===== src/rtl/fswc_pkg.sv =====
// Purpose: shared constants for the settings write command decoder
// Assumes: reports arrive as 64 bytes, byte 0 first
// Notes: status codes are fixed package constants, not module parameters
package fswc_pkg;
  // report framing
  localparam int RPT_LEN = 64;
  localparam logic [5:0] IDX_CMD = 6'h00;
  localparam logic [5:0] IDX_SUB = 6'h01;
  localparam logic [5:0] IDX_PAY_FIRST = 6'h02;
  localparam logic [5:0] IDX_LAST = 6'h3F;
  localparam logic [5:0] IDX_CHIP_LAST = 6'h13;
  localparam int CHIP_BYTES = 18;
  // command and sub-codes
  localparam logic [7:0] CMD_WRITE_NV = 8'hB1;
  localparam logic [7:0] SUB_CHIP = 8'h00;
  localparam logic [7:0] SUB_GENPIN = 8'h01;
  localparam logic [7:0] SUB_STR_MFR = 8'h02;
  localparam logic [7:0] SUB_STR_PROD = 8'h03;
  localparam logic [7:0] SUB_STR_SER = 8'h04;
  // response status codes
  localparam logic [7:0] STS_OK = 8'h00;
  localparam logic [7:0] STS_UNSUPPORTED = 8'h01;
  localparam logic [7:0] STS_LOCKED = 8'h02;
  // chip settings payload, byte offsets from byte 2
  localparam int OFS_B2 = 0;
  localparam int OFS_B3 = 1;
  localparam int OFS_B4 = 2;
  localparam int OFS_B5 = 3;
  localparam int OFS_VID_LO = 4;
  localparam int OFS_VID_HI = 5;
  localparam int OFS_PID_LO = 6;
  localparam int OFS_PID_HI = 7;
  localparam int OFS_PWR = 8;
  localparam int OFS_CUR = 9;
  localparam int OFS_PW = 10;
  localparam int PW_BYTES = 8;
  // field positions
  localparam int POS_CDC_SER = 7;
  localparam int POS_SEC_LO = 0;
  localparam int POS_CLKDIV_LO = 0;
  localparam int POS_DAC_LVL_LO = 6;
  localparam int POS_DAC_SUP = 5;
  localparam int POS_DAC_VAL_LO = 0;
  localparam int POS_INT_NEG = 6;
  localparam int POS_INT_POS = 5;
  localparam int POS_ADC_LVL_LO = 3;
  localparam int POS_ADC_INT = 2;
  // reset values of the stored settings
  localparam logic [1:0] RST_SEC = 2'h0;
  localparam logic [4:0] RST_CLKDIV = 5'h00;
  localparam logic [1:0] RST_VREF_LVL = 2'h0;
  localparam logic [4:0] RST_DAC_VAL = 5'h00;
  localparam logic [7:0] RST_PWR = 8'h80;
  localparam logic [7:0] RST_CUR = 8'h32;
  // flash write targets
  typedef enum logic [2:0] {
    FSWC_TGT_CHIP, FSWC_TGT_GENPIN, FSWC_TGT_MFR, FSWC_TGT_PROD,
    FSWC_TGT_SER, FSWC_TGT_NONE
  } fswc_target_t;
endpackage


===== src/rtl/fswc_edge_det.sv =====
// Purpose: interrupt pin edge detection with sticky flag
// Assumes: pin is asynchronous to sys_clk_in
// Notes: set wins over a clear in the same cycle
`timescale 1ns/100ps
module fswc_edge_det (
  // clock and reset
  input wire logic sys_clk_in,
  input wire logic nrst_in,
  // pin and controls
  input wire logic int_pin_in,
  input wire logic neg_en_in,
  input wire logic pos_en_in,
  input wire logic flag_clr_in,
  // status
  output logic flag_out
);
  logic s1_q, s2_q, s3_q;
  logic flag_q, flag_d;
  wire rise = s2_q & ~s3_q;
  wire fall = ~s2_q & s3_q;
  // either edge may set the flag, both enables may be on together
  wire set_ev = (rise & pos_en_in) | (fall & neg_en_in);

  // three stage synchroniser, first stage read only by the second
  always_ff @(posedge sys_clk_in) begin
    if (!nrst_in) begin
      s1_q <= 1'b0;
      s2_q <= 1'b0;
      s3_q <= 1'b0;
    end else begin
      s1_q <= int_pin_in;
      s2_q <= s1_q;
      s3_q <= s2_q;
    end
  end

  // sticky flag; an edge in the clear cycle is kept
  assign flag_d = set_ev | (flag_q & ~flag_clr_in);
  always_ff @(posedge sys_clk_in) begin
    if (!nrst_in) flag_q <= 1'b0;
    else flag_q <= flag_d;
  end
  assign flag_out = flag_q;
endmodule


===== src/rtl/fswc_decoder.sv =====
// Purpose: decoder for the nonvolatile settings write report
// Assumes: report bytes arrive one per valid cycle, sop on byte 0
// Notes: chip settings are staged and committed only after byte 63
// Operation
// - byte 0 of 0xB1 marks a nonvolatile settings write request
// - sub-code 0x00 selects chip settings, 0x01 general pin settings
// - sub-codes 0x02..0x04 store manufacturer, product, serial strings
// - unknown sub-code: no write, unsupported status in response byte 1
// - bytes 2 to 63 are payload laid out by the sub-code
// - byte 2 bit 7 enables serial-number descriptor for CDC
// - byte 2 bits 1-0 select lock, password or unsecured mode
// - byte 3 bits 4-0 hold clock output divider code
// - byte 4 bits 7-6 select DAC internal reference level or off
// - byte 4 bit 5: 1 supply rail, 0 internal reference module
// - byte 4 bits 4-0 hold the power-up DAC value
// - byte 5 bit 6 enables falling-edge interrupt detection
// - byte 5 bit 5 enables rising-edge detection, both may be on
// - byte 5 bits 4-3 select ADC internal reference level or off
// - byte 5 bit 2: 1 internal reference module, 0 supply rail
// - bytes 6 and 7 hold vendor ID, low byte first
// - bytes 8 and 9 hold product ID, low byte first
// - byte 10 power attributes, byte 11 current, reported doubled
// - bytes 12-19 hold the 8-byte password, 20-63 ignored
`timescale 1ns/100ps
module fswc_decoder
  import fswc_pkg::*;
#(
  parameter logic [15:0] VID_RST = 16'h1234, // arbitrary value
  parameter logic [15:0] PID_RST = 16'h5678, // arbitrary value
  parameter int REPORT_BYTES = RPT_LEN
) (
  // clock and reset
  input wire logic sys_clk_in,
  input wire logic nrst_in,
  // report byte stream from the host
  input wire logic rx_valid_in,
  input wire logic rx_sop_in,
  input wire logic [7:0] rx_data_in,
  // response report
  output logic resp_valid_out,
  output logic [7:0] resp_cmd_out,
  output logic [7:0] resp_status_out,
  // flash byte write port for pin settings and strings
  output logic fw_valid_out,
  output logic [2:0] fw_target_out,
  output logic [5:0] fw_index_out,
  output logic [7:0] fw_data_out,
  // stored chip settings
  output logic chip_upd_out,
  output logic cdc_serial_en_out,
  output logic [1:0] security_mode_out,
  output logic [4:0] clkout_div_out,
  output logic [1:0] dac_vref_level_out,
  output logic dac_vref_supply_out,
  output logic [4:0] dac_pwrup_out,
  output logic int_neg_en_out,
  output logic int_pos_en_out,
  output logic [1:0] adc_vref_level_out,
  output logic adc_vref_internal_out,
  output logic [15:0] vid_out,
  output logic [15:0] pid_out,
  output logic [7:0] pwr_attr_out,
  output logic [7:0] cur_req_out,
  output logic [8:0] cur_ma_half_out,
  output logic [63:0] password_out,
  // interrupt detection
  input wire logic int_pin_in,
  input wire logic int_flag_clr_in,
  output logic int_flag_out
);

  initial begin
    if (REPORT_BYTES != RPT_LEN)
      $error("report length must be 64 bytes");
  end

  // map a sub-code to its flash target
  function automatic fswc_target_t sub_target(input logic [7:0] sub);
    case (sub)
      SUB_CHIP: sub_target = FSWC_TGT_CHIP;
      SUB_GENPIN: sub_target = FSWC_TGT_GENPIN;
      SUB_STR_MFR: sub_target = FSWC_TGT_MFR;
      SUB_STR_PROD: sub_target = FSWC_TGT_PROD;
      SUB_STR_SER: sub_target = FSWC_TGT_SER;
      default: sub_target = FSWC_TGT_NONE;
    endcase
  endfunction

  // frame tracking
  logic [5:0] idx_q, idx_d;
  logic in_frame_q, in_frame_d;
  logic [7:0] cmd_q;
  logic [7:0] sub_q;
  logic [7:0] stage_q [0:CHIP_BYTES-1];

  // the current byte's position; sop always restarts at byte 0
  wire [5:0] cur_idx = rx_sop_in ? IDX_CMD : idx_q;
  wire byte_ok = rx_valid_in & (rx_sop_in | in_frame_q);
  wire at_cmd = byte_ok & (cur_idx == IDX_CMD);
  wire at_sub = byte_ok & (cur_idx == IDX_SUB);
  wire at_pay = byte_ok & (cur_idx >= IDX_PAY_FIRST);
  wire at_last = byte_ok & (cur_idx == IDX_LAST);
  wire is_write = (cmd_q == CMD_WRITE_NV);
  wire fswc_target_t tgt = sub_target(sub_q);
  // a permanently locked part refuses all further stores
  wire locked = security_mode_out[1];
  wire may_write = is_write & (tgt != FSWC_TGT_NONE) & ~locked;

  // index counter and frame flag
  assign in_frame_d = byte_ok ? ~at_last : in_frame_q;
  assign idx_d = byte_ok ? cur_idx + 6'h01 : idx_q;
  always_ff @(posedge sys_clk_in) begin
    if (!nrst_in) begin
      idx_q <= 6'h00;
      in_frame_q <= 1'b0;
    end else begin
      idx_q <= idx_d;
      in_frame_q <= in_frame_d;
    end
  end

  // header bytes
  always_ff @(posedge sys_clk_in) begin
    if (!nrst_in) begin
      cmd_q <= 8'h00;
      sub_q <= 8'h00;
    end else begin
      if (at_cmd) cmd_q <= rx_data_in;
      if (at_sub) sub_q <= rx_data_in;
    end
  end

  // chip payload staging; bytes past 19 are never kept
  wire stage_we = at_pay & (cur_idx <= IDX_CHIP_LAST) & is_write &
    (tgt == FSWC_TGT_CHIP);
  wire [5:0] stage_ptr = cur_idx - IDX_PAY_FIRST;
  always_ff @(posedge sys_clk_in) begin
    if (stage_we) stage_q[stage_ptr[4:0]] <= rx_data_in;
  end

  // byte write port; chip settings stay local and are not streamed
  wire fw_we = at_pay & may_write & (tgt != FSWC_TGT_CHIP);
  always_ff @(posedge sys_clk_in) begin
    if (!nrst_in) begin
      fw_valid_out <= 1'b0;
      fw_target_out <= 3'h0;
      fw_index_out <= 6'h00;
      fw_data_out <= 8'h00;
    end else begin
      fw_valid_out <= fw_we;
      if (fw_we) begin
        fw_target_out <= tgt;
        fw_index_out <= cur_idx;
        fw_data_out <= rx_data_in;
      end
    end
  end

  // response status; unsupported wins over locked
  wire [7:0] status = (tgt == FSWC_TGT_NONE) ? STS_UNSUPPORTED :
    (locked ? STS_LOCKED : STS_OK);
  wire resp_fire = at_last & is_write;
  always_ff @(posedge sys_clk_in) begin
    if (!nrst_in) begin
      resp_valid_out <= 1'b0;
      resp_cmd_out <= 8'h00;
      resp_status_out <= 8'h00;
    end else begin
      resp_valid_out <= resp_fire;
      if (resp_fire) begin
        resp_cmd_out <= cmd_q;
        resp_status_out <= status;
      end
    end
  end

  // commit after the whole report so a cut-off report changes nothing
  wire commit = at_last & may_write & (tgt == FSWC_TGT_CHIP);
  logic [7:0] b2, b3, b4, b5;
  assign b2 = stage_q[OFS_B2];
  assign b3 = stage_q[OFS_B3];
  assign b4 = stage_q[OFS_B4];
  assign b5 = stage_q[OFS_B5];
  logic [63:0] pw_word;
  always_comb begin
    pw_word = 64'h0;
    for (int i = 0; i < PW_BYTES; i++)
      pw_word[i*8 +: 8] = stage_q[OFS_PW + i];
  end

  // only named bits are taken, others are don't care
  always_ff @(posedge sys_clk_in) begin
    if (!nrst_in) begin
      chip_upd_out <= 1'b0;
      cdc_serial_en_out <= 1'b0;
      security_mode_out <= RST_SEC;
      clkout_div_out <= RST_CLKDIV;
      dac_vref_level_out <= RST_VREF_LVL;
      dac_vref_supply_out <= 1'b0;
      dac_pwrup_out <= RST_DAC_VAL;
      int_neg_en_out <= 1'b0;
      int_pos_en_out <= 1'b0;
      adc_vref_level_out <= RST_VREF_LVL;
      adc_vref_internal_out <= 1'b0;
      vid_out <= VID_RST;
      pid_out <= PID_RST;
      pwr_attr_out <= RST_PWR;
      cur_req_out <= RST_CUR;
      password_out <= 64'h0;
    end else begin
      chip_upd_out <= commit;
      if (commit) begin
        cdc_serial_en_out <= b2[POS_CDC_SER];
        security_mode_out <= b2[POS_SEC_LO +: 2];
        clkout_div_out <= b3[POS_CLKDIV_LO +: 5];
        dac_vref_level_out <= b4[POS_DAC_LVL_LO +: 2];
        dac_vref_supply_out <= b4[POS_DAC_SUP];
        dac_pwrup_out <= b4[POS_DAC_VAL_LO +: 5];
        int_neg_en_out <= b5[POS_INT_NEG];
        int_pos_en_out <= b5[POS_INT_POS];
        adc_vref_level_out <= b5[POS_ADC_LVL_LO +: 2];
        adc_vref_internal_out <= b5[POS_ADC_INT];
        vid_out <= {stage_q[OFS_VID_HI], stage_q[OFS_VID_LO]};
        pid_out <= {stage_q[OFS_PID_HI], stage_q[OFS_PID_LO]};
        pwr_attr_out <= stage_q[OFS_PWR];
        cur_req_out <= stage_q[OFS_CUR];
        password_out <= pw_word;
      end
    end
  end

  // requested current in mA is the stored value doubled
  assign cur_ma_half_out = {cur_req_out, 1'b0};

  // edge detection runs from the stored enables
  fswc_edge_det u_edge (
    .sys_clk_in(sys_clk_in),
    .nrst_in(nrst_in),
    .int_pin_in(int_pin_in),
    .neg_en_in(int_neg_en_out),
    .pos_en_in(int_pos_en_out),
    .flag_clr_in(int_flag_clr_in),
    .flag_out(int_flag_out)
  );
endmodule


===== config.mk =====
export PLATFORM = sky130hd
export DESIGN_NAME = fswc_decoder
export DESIGN_NICKNAME = d
export VERILOG_FILES = /design/src/rtl/fswc_pkg.sv /design/src/rtl/fswc_edge_det.sv /design/src/rtl/fswc_decoder.sv
export SDC_FILE = /design/constraint.sdc
export NUM_CORES = 1
export LEC_CHECK = 0
export ABC_AREA = 1
export BUFFER_PORTS_ARGS = -buffer_cell sky130_fd_sc_hd__buf_4
export CAP_MARGIN = 20
export CORE_ASPECT_RATIO = 0.6
export CORE_MARGIN = 8
export CORE_UTILIZATION = 25
export DETAILED_ROUTE_END_ITERATION = 6
export GPL_TIMING_DRIVEN = 0
export PLACE_DENSITY_LB_ADDON = 0.25
export SYNTH_ARGS = -nofsm -noshare
export SYNTH_HDL_FRONTEND = slang
export SYNTH_SLANG_ARGS = --single-unit

===== constraint.sdc =====
create_clock -name sys_clk_in -period 3.71 [get_ports sys_clk_in]
set_input_delay 0.371 -clock sys_clk_in [delete_from_list [all_inputs] [get_ports sys_clk_in]]
set_output_delay 0.371 -clock sys_clk_in [all_outputs]
set_load 0.02 [all_outputs]

* After elaboration in Yosys (flattened, before gate mapping)
Memories as Yosys holds them, arrays and structs flattened. A register that Yosys moved wholly into a read port is not among the register bits. Index checks and enable logic that the tools add are counted.
Word-level totals: bits in registers 63, RAM bits 144, word-level logic and storage cells 86, memories 1
Memory list:
- stage_q | words 18, width 8, read ports 18, clocked after memory_dff 18, wr ports 1, RTL line fswc_decoder.sv:94 | logic [7:0] stage_q [0:CHIP_BYTES-1];
Cells by class: add/subtract/negate cells 2, $lt $le $gt $ge 2, equality and inequality tests 9, muxes and demuxes 6, bitwise operators 28, reductions and logical operators 22
Operators by type and width (count):
- AND 1 bit | 20
- zero test 1 bit | 18
- equality test 8 x 2 -> 1 bit, second input constant | 2
- one-hot mux 3 bit (5 select lines) | 1
- equality test 8 x 1 -> 1 bit, second input constant | 1
- equality test 8 x 3 -> 1 bit, second input constant | 1
- equality test 8 bit, second input constant | 1
- zero test 8 bit | 1
- adder 6 x 1 -> 6 bit, second input constant | 1
- equality test 6 x 1 -> 1 bit, second input constant | 1
- equality test 6 bit, second input constant | 1
- greater-or-equal comparator 6 x 2 -> 1 bit, second input constant | 1
- <= comparator 6 x 5 -> 1 bit, second input constant | 1
- zero test 6 bit | 1
- 2-to-1 mux 6 bit | 1
- NOT 1 bit | 5
- subtractor 5 x 2 -> 5 bit, second input constant | 1
- 2-to-1 mux 2 bit | 2
- equality test 3 bit, second input constant | 1
- zero test 3 bit | 1
- != test 3 bit, second input constant | 1
- bitwise OR 1 bit | 3
- nonzero test 3 bit | 1
- 2-to-1 mux 1 bit | 2

* Longest topological paths before layout
Gate-level depths: netlist (run 1).
depth after elaboration 8, mapped depth 15, gate-level depth less buffers 13

* Modules after synthesis
A second synthesis (run 1) with hierarchy kept.
Second synthesis, totals: cells, all modules 1337, area total of the unflattened synthesis 12011.5 µm²
Modules (own cells, without submodules):
- fswc_decoder | times used 1, cells each 1318, area each 11871.4 µm²
- fswc_edge_det | times used 1, cells each 19, area each 140.1 µm²

* Worst setup path before layout (run 1)
OpenSTA, ideal clock, no wires.
kind input-to-reg, from input rx_sop_in, to memory stage_q[16][0], enable pin, library setup time 370 ps, arrival time 1760 ps, slack 1579 ps, cell stages on the path 10, path through inv_2 -> nand2_1 -> inv_1 -> ha_1 -> inv_1 -> nand3_1 -> nor2_1 -> nor2_4 -> nand3_1 -> nor2_1
On the way: longest elaborated chain between the ends 8, elaborated cells between the ends (all ways) 12, classes of those cells 1 x add/sub; 2 x order compare; 3 x mux; 6 x bitwise
Ends and longest elaborated chain:
- from (decl) | RTL line fswc_decoder.sv:37 | input wire logic rx_sop_in,
- 2-to-1 mux 6 bit * | RTL line fswc_decoder.sv:97 | wire [5:0] cur_idx = rx_sop_in ? IDX_CMD : idx_q;
- net cur_idx[1] | RTL line fswc_decoder.sv:97
- greater-or-equal comparator 6 x 2 -> 1 bit | RTL line fswc_decoder.sv:101 | wire at_pay = byte_ok & (cur_idx >= IDX_PAY_FIRST);
- AND 1 bit | RTL line fswc_decoder.sv:101
- AND 1 bit (3 in series) | RTL line fswc_decoder.sv:134 | wire stage_we = at_pay & (cur_idx <= IDX_CHIP_LAST) & is_write &
- 2-to-1 mux 1 bit | RTL line fswc_decoder.sv:138 | if (stage_we) stage_q[stage_ptr[4:0]] <= rx_data_in;
- 2-to-1 mux 1 bit (not written as such) | RTL line fswc_decoder.sv:138
- to (decl) | RTL line fswc_decoder.sv:94
The timed path passes the listed nets; every way through them passes the cells marked *.

* Final worst setup path (run 1)
from register idx_q[1], to memory stage_q[9][5], enable pin
On the way: longest elaborated chain between the ends 8, elaborated cells between the ends (all ways) 10, classes of those cells 1 x add/sub; 2 x order compare; 3 x mux; 4 x bitwise
Ends and longest elaborated chain:
- from (decl) | RTL line fswc_decoder.sv:90 | logic [5:0] idx_q, idx_d;
- from (signal assigned) | RTL line fswc_decoder.sv:117 | idx_q <= idx_d;
- 2-to-1 mux 6 bit * | RTL line fswc_decoder.sv:97
- net cur_idx[1] | RTL line fswc_decoder.sv:97
- greater-or-equal comparator 6 x 2 -> 1 bit | RTL line fswc_decoder.sv:101
- AND 1 bit | RTL line fswc_decoder.sv:101
- AND 1 bit (3 in series) | RTL line fswc_decoder.sv:134
- 2-to-1 mux 1 bit | RTL line fswc_decoder.sv:138
- 2-to-1 mux 1 bit (not written as such) | RTL line fswc_decoder.sv:138
Marks and branches as above.

==> results of run 1 <==
power groups by stage:
stage                     Sequential [µW]  Clock (µW)  Combinational (µW)
final                                3710        3290                 253
after global routing                 3710        3560                 281
after CTS                            3710        3410                 256
after detailed placement             3790           0                 255
after global placement               3790           0                 251
after floorplan                      3790           0                 141
logic make-up after synthesis:
kind of cell	share of synthesized area, %
buf+inv	9.35
xor+xnor	0.144
other cells	0.0307
compound gates	1.90
flops	63.9
simple gates	24.0
fa+ha+maj	0.615
placed cells by master (no fill, tap or decap), types with 3 or more instances in the layout:
| cell type | instances |
|---|---|
| conb_1 | 7 |
| buf_4 | 203 |
| ha_1 | 6 |
| nand3_1 | 35 |
| dfxtp_1 | 190 |
| clkinv_1 | 6 |
| a21oi_1 | 14 |
| clkinv_2 | 5 |
| nand2_1 | 315 |
| clkbuf_16 | 37 |
| o21ai_0 | 23 |
| nor2_2 | 3 |
| inv_2 | 4 |
| nand4_1 | 21 |
| inv_1 | 165 |
| clkbuf_8 | 3 |
| buf_2 | 9 |
| edfxtp_1 | 133 |
| buf_1 | 11 |
| nor2_4 | 6 |
| clkbuf_1 | 24 |
| nor2_1 | 334 |
| buf_6 | 31 |
registers in the layout, indices dropped and copies added, names as in the netlist, 16 cells and up:
| name | count |
|---|---|
| stage_q | 133 |
| password_out | 64 |
| pid_out | 16 |
| vid_out | 16 |
synthesized netlist by cell type:
cell type / instances
nor2_1: 336
o22ai_1: 1
buf_2: 9
nand2_1: 315
nor3_1: 2
a21oi_1: 14
nand3_4: 2
o211ai_1: 1
inv_1: 165
nor3b_1: 1
edfxtp_1: 133
buf_6: 21
nor2_8: 1
nand2_4: 1
ha_1: 6
dfxtp_1: 190
inv_2: 4
conb_1: 1
or2_2: 1
buf_1: 11
o21ai_4: 1
nand3_1: 35
o21ai_0: 23
clkbuf_1: 13
nor2_4: 6
a311oi_1: 1
nand3_2: 2
a211oi_1: 1
nand4_1: 21
nor2_2: 1
buf_4: 18
xnor2_1: 1
xor2_1: 1
worst max-delay path, delay by kind of cell, from the launching register on:
kind	cells	cell delay, ps
AND/OR/NAND/NOR	6	1620
flip-flops	1	330
adder cells (fa/ha/maj)	1	210
buffers and inverters	2	230
layout make-up:
type / instances / area (µm²)
buffer: 72 / 507
sequential: 323 / 7800
clock buffer: 51 / 1010
timing repair buffer: 196 / 1520
inverter: 169 / 634
tap: 640 / 801
fill: 5092 / 32400
multi-input combinational: 781 / 3290
clock inverter: 11 / 47.5
path summary, 6_finish.rpt:
check | end | slack, ps | depth (start not counted)
worst max-delay path | stage_q[9][5]$_DFFE_PP_ | 920 | 9
worst max register to register | stage_q[9][5]$_DFFE_PP_ | 920 | 9
worst min-delay path | u_edge.s1_q$_SDFF_PN0_ | 40 | 3
worst min register to register | u_edge.s2_q$_SDFF_PN0_ | 410 | 2
per-layer routing:
metal	vias to the layer above	part of all wire [%]	GRT usage, %
met3	46	6.2	3.53
met5	-	0.034	0
met1	4274	51	18.9
met2	218	42	19.6
met4	2	1.5	2.72
li1	4581	-	-
through the flow:
| step | setup WS (ps) | util [%] | cell area [µm²] | total power, µW | hold WS (ps) |
|---|---|---|---|---|---|
| after global routing | 794 | 32.5 | 15600 | 7560 | 8.56 |
| final | 921 | 32.5 | 15600 | 7260 | 36.2 |
| after global placement | 279 | 30.0 | 14400 | 4040 | 400 |
| after floorplan | 1580 | - | 12200 | 3930 | 390 |
| after CTS | 952 | 32.5 | 15600 | 7380 | 6.78 |
| after detailed placement | 623 | 30.3 | 14500 | 4050 | 395 |
==> reports/results.tsv, run 1 <==
stage	metric	value	unit
timing	Final Hold Fails	0	
global_route	first-pass GRT wire length	56300	µm
floorplan	Die Y	187	µm
cts	CTS Sinks	323	
critical_path	RR Startpoint	idx_q[1]$_SDFFE_PN0P_	
placed_design	gp weighted congestion	0.765	
run	Max-cap violations	0	
synth	Post-Synthesis Cells	1339	
global_route	GRT Total Usage	13.2	%
synth	sequential share of the synthesized area	63.9	%
routing	Post-route DRC	0	
critical_path	Worst setup EP type	register	
timing	Peak Freq	359	MHz
global_route	largest net degree at the start of global routing	21	
routing	Post-Route WL	37800	µm
global_route	initial antenna violation count	1	
critical_path	Worst Path Required	3840	ps
power	Sequential Power Share	51.2	%
placed_design	I/O Buffers	184	
cts	CTS Buffer Depth	3	
timing	measured slew at the worst slew-check pin	1090	ps
placed_design	Placed Instances	2181	
floorplan	Die Area	56400	µm²
power	Cell Pwr Density	465	nW/µm²
critical_path	Worst Path Arrival	2920	ps
routing	Antenna Violating Nets Remaining	0	
power	Peak VDD IR	220	µV
floorplan	IO Count	193	
synth	Synth area leaders	edfxtp_1, dfxtp_1, nor2_1	
placed_design	post-DP HPWL	26800	µm
timing	minimum clock period	2790	ps
timing	Fin Clk Skew	17.4	ps
synth	Post-Syn Area	12200	µm²
critical_path	CP max-delay cell	nor2_1	
cts	H-tree levels	2	
routing	drt pass-1 iters	5	
timing	unrepaired setup endpoints after global routing	no	
critical_path	Worst Path Max Fanout	8	
critical_path	slowest stage delay, CP	880	ps
status	status	completed	
critical_path	worst setup path start	idx_q[1]$_SDFFE_PN0P_	
timing	Final period util	75.2	%
critical_path	Startpoint Class	register	
synth	#FFs+latches synth	323	
timing	final setup TNS	0	ps
timing	Slew headroom	26.8	%
layout	diode count	0	
layout	layout cells sized above 1	19.3	%
synth	top-area cell type share of the netlist area	32.7	%
cts	Clk Latency, worst-skew pair	520	ps
floorplan	die width	301	µm
timing	setup violators final	0	
cts	Root Driver	clkbuf_16	
synth	post-synthesis cell type count	33	
floorplan	Rows	62	
layout	Post-layout nets	1597	
power	Comb pwr share	3.5	%
routing	via count	9121	
layout	Finished Layout Cells	2243	
cts	Post-CTS Hold Buffers	0	
cts	# Post-CTS Setup Buffers	0	
routing	Starting DRT DRC Count	480	
synth	Avg Cell Area, Syn	9.11	µm²
power	leak pwr	0.00686	µW
global_route	total gr overflow	0	
cts	CTS tree	yes	
power	Sw Pwr	1610	µW
critical_path	critical path class	register to register	
worst_hold_path	Tightest Hold Check Type	input port to register	
critical_path	crit-path cells	nand2_1 -> inv_1 -> ha_1 -> inv_1 -> nand3_1 -> nor2_1 -> nor2_4 -> nand3_1 -> nor2_1	
cts	Clock Pin Slew Worst Setup and Hold Paths	60	ps
power	Clock power frac	45.3	%
synth	YS warnings	0	
floorplan	Initial Util	25.4	%
routing	Avg Vias per Cell	4.07	
cts	CTS buffer count	34	
layout	Area Growth Syn to Fin	27.9	%
global_route	vias in the first global route	9118	
routing	routed length per placed instance	16.9	µm
power	Switching Fraction	22.2	%
power	P_int	5650	µW
floorplan	CORE AREA	48000	µm²
synth	area leader, netlist	edfxtp_1	
timing	Pins Over Slew Limit	0	
worst_hold_path	hold wc startpoint	int_pin_in	
cts	number of gates resized after CTS	0	
Power figures use the tool's default switching activity.
==> run 2, diff against run 1 <==
==> constraint.sdc (replaced) <==
create_clock -name sys_clk_in -period 2.3 [get_ports sys_clk_in]
set_input_delay 0.23 -clock sys_clk_in [delete_from_list [all_inputs] [get_ports sys_clk_in]]
set_output_delay 0.23 -clock sys_clk_in [all_outputs]
set_load 0.02 [all_outputs]
==> run 2 against run 1 <==
Sequential power up 61%. Largest cell class unchanged. Flip-flop and latch count unchanged. Worst setup slack worse by 830 ps. Cell count up 0.85%. Critical endpoint is now stage_q[17][2]$_DFFE_PP_. Worst hold slack better by 46 ps. Clock skew up 4.1 ps. Clock power up 61%. Total power up 61%. Die area unchanged.
==> reports/results.tsv, run 2 (synthesis gave the netlist of run 1 again) <==
stage	metric	value	unit	change
status	status	completed		
routing	drt pass-1 iters	5		unchanged
global_route	first-pass GRT wire length	56700	µm	+0.64%
global_route	largest net degree at the start of global routing	21		unchanged
routing	Starting DRT DRC Count	445		-7.3%
critical_path	RR Startpoint	idx_q[1]$_SDFFE_PN0P_		
placed_design	gp weighted congestion	0.765		unchanged
cts	Clk Latency, worst-skew pair	530	ps	about the same
layout	max FFs per register	133		unchanged
power	leak pwr	0.00699	µW	+2.0%
timing	Peak Freq	452	MHz	+26%
cts	Root Driver	clkbuf_16		
global_route	GRT Total Usage	13.2	%	+0.049 points
layout	most common cell after layout, fill and taps aside	nor2_1		
critical_path	Worst Path Max Fanout	7		-1
global_route	GR Util met1	19.0	%	+0.11 points
floorplan	CORE AREA	48000	µm²	unchanged
power	Cell Pwr Density	725	nW/µm²	+56%
timing	Final Hold Fails	0		unchanged
layout	Post-layout nets	1616		+1.2%
global_route	initial antenna violation count	1		unchanged
floorplan	IO Count	193		unchanged
critical_path	Worst Path Required	2520	ps	-1320 ps
timing	Slew headroom	38.3	%	+11 points
timing	Fin Clk Skew	21.5	ps	+4.06 ps
timing	PnR worst setup slack	89.5	ps	-831 ps
global_route	global route hottest layer	met2		
layout	layout cells sized above 1	22.2	%	+2.9 points
routing	Antenna Violating Nets Remaining	0		unchanged
critical_path	worst setup path start	idx_q[1]$_SDFFE_PN0P_		
critical_path	slowest stage delay, CP	350	ps	-530 ps
layout	Finished Layout Cells	2262		+0.85%
placed_design	post-DP HPWL	26800	µm	unchanged
timing	setup violators final	0		unchanged
floorplan	Die Area	56400	µm²	unchanged
critical_path	Worst Path Arrival	2430	ps	-490 ps
global_route	total gr overflow	0		unchanged
placed_design	Placed Instances	2181		unchanged
routing	via count	9181		+0.66%
global_route	grt met3 use	3.49	%	-0.035 points
critical_path	CP max-delay cell	dfxtp_1		
floorplan	Initial Util	25.4	%	unchanged
cts	Clock Pin Slew Worst Setup and Hold Paths	60	ps	about the same
timing	Final period util	96.1	%	+21 points
critical_path	crit-path cells	nand2_2 -> inv_4 -> ha_2 -> inv_1 -> nand3_1 -> nor2_1 -> nor2_4 -> nand3_4 -> nor2_4 -> buf_6		
run	Max-cap violations	0		unchanged
layout	diode count	0		unchanged
critical_path	Startpoint Class	register		
critical_path	Worst setup EP type	register		
cts	H-tree levels	2		unchanged
timing	measured slew at the worst slew-check pin	926	ps	-168 ps
routing	routed length per placed instance	16.8	µm	-0.13%
timing	minimum clock period	2210	ps	-579 ps
floorplan	Die Y	187	µm	unchanged
routing	Post-Route WL	38100	µm	+0.71%
power	Peak VDD IR	358	µV	+63%
placed_design	Setup Slack @ Placement	-646	ps	-1270 ps
floorplan	Rows	62		unchanged
timing	Pins Over Slew Limit	0		unchanged
global_route	vias in the first global route	9193		+0.82%
cts	CTS Buffer Depth	3		unchanged
timing	final hold slack	81.8	ps	+45.5 ps
layout	most frequent cells in the layout	nor2_1, nand2_1, buf_4		
floorplan	die width	301	µm	unchanged
cts	CTS tree	yes		
critical_path	most used cell, CP	nor2_4		
layout	Layout Utilization	33.6	%	+1.1 points
critical_path	reg-to-reg endpoint	stage_q[17][2]$_DFFE_PP_		
layout	Area Growth Syn to Fin	32.4	%	
critical_path	Worst R2R Path Depth	10		+1
global_route	M2 GR Usage	19.7	%	+0.052 points
cts	CTS buffer count	34		unchanged
critical_path	r2r setup slk	90	ps	-830 ps
routing	Post-route DRC	0		unchanged
critical_path	Setup crit end	stage_q[17][2]$_DFFE_PP_		
timing	unrepaired setup endpoints after global routing	yes		
cts	CTS Sinks	323		unchanged
critical_path	critical path class	register to register		
placed_design	I/O Buffers	184		unchanged
power	PnR Total Power	11700	µW	+61%
worst_hold_path	Tightest Hold Check Type	input port to register		
routing	Avg Vias per Cell	4.06		-0.19%
-- run 2: critical path, delay by kind of cell (launching register included) --
| kind | cells | cell delay (ps) |
|---|---|---|
| flops | 1 | 350 |
| buf+inv | 3 | 340 |
| simple gates | 6 | 1000 |
| fa+ha+maj | 1 | 210 |
-- run 2: metrics by stage --
step,TNS [ps],instance area [µm²]
global route,-33.1,16100
finish,0,16100
CTS,-123,15900
floorplan,0,12200
global placement,-117350,14400
detailed placement,-87390,14500
-- run 2: cell type report --
type | count | area [µm²]
fillers | 5026 | 31900
flip-flops and latches | 323 | 7800
multi-input cells | 781 | 3520
repair buffers | 215 | 1770
clock buffers | 51 | 1010
well taps | 640 | 801
inverters | 169 | 639
plain buffers | 72 | 573
clock inverters | 11 | 47.5
-- run 2: how the worst min path moves through the flow --
stage | startpoint | to | slack, ps | depth (start not counted)
2_1_floorplan | int_pin_in | u_edge.s1_q$_SDFF_PN0_ | 330 | 2
3_3_place_gp | u_edge.s1_q$_SDFF_PN0_ | u_edge.s2_q$_SDFF_PN0_ | 400 | 2
3_5_place_dp | u_edge.s1_q$_SDFF_PN0_ | u_edge.s2_q$_SDFF_PN0_ | 400 | 2
4_1_cts | int_flag_clr_in | u_edge.flag_out$_SDFF_PN0_ | 50 | 4
5_1_grt | int_flag_clr_in | u_edge.flag_out$_SDFF_PN0_ | 70 | 4
6_report | int_flag_clr_in | u_edge.flag_out$_SDFF_PN0_ | 80 | 4
-- run 2: what timing repair did --
item                                   CTS  global route
buffers inserted                         7            11
gates resized for setup                 54            20
pin swaps                                6            13
setup endpoints to repair              231           236
hold buffers                             1             0
endpoints found under the hold margin    1             0
-- run 2: power breakdown --
part / internal (µW) / total (µW) / switching (µW)
Sequential: 5980 / 5990 / 14.2
Clock: 3030 / 5300 / 2270
Combinational: 100 / 424 / 324
Total: 9110 / 11700 / 2600
-- run 2: routing by layer --
layer  wire length, µm  share of wire, %  vias up
met5                13             0.034        -
met4               556               1.5        2
met3              2200               5.8       45
met2             15900                42      197
met1             19400                51     4315
li1                  -                 -     4622
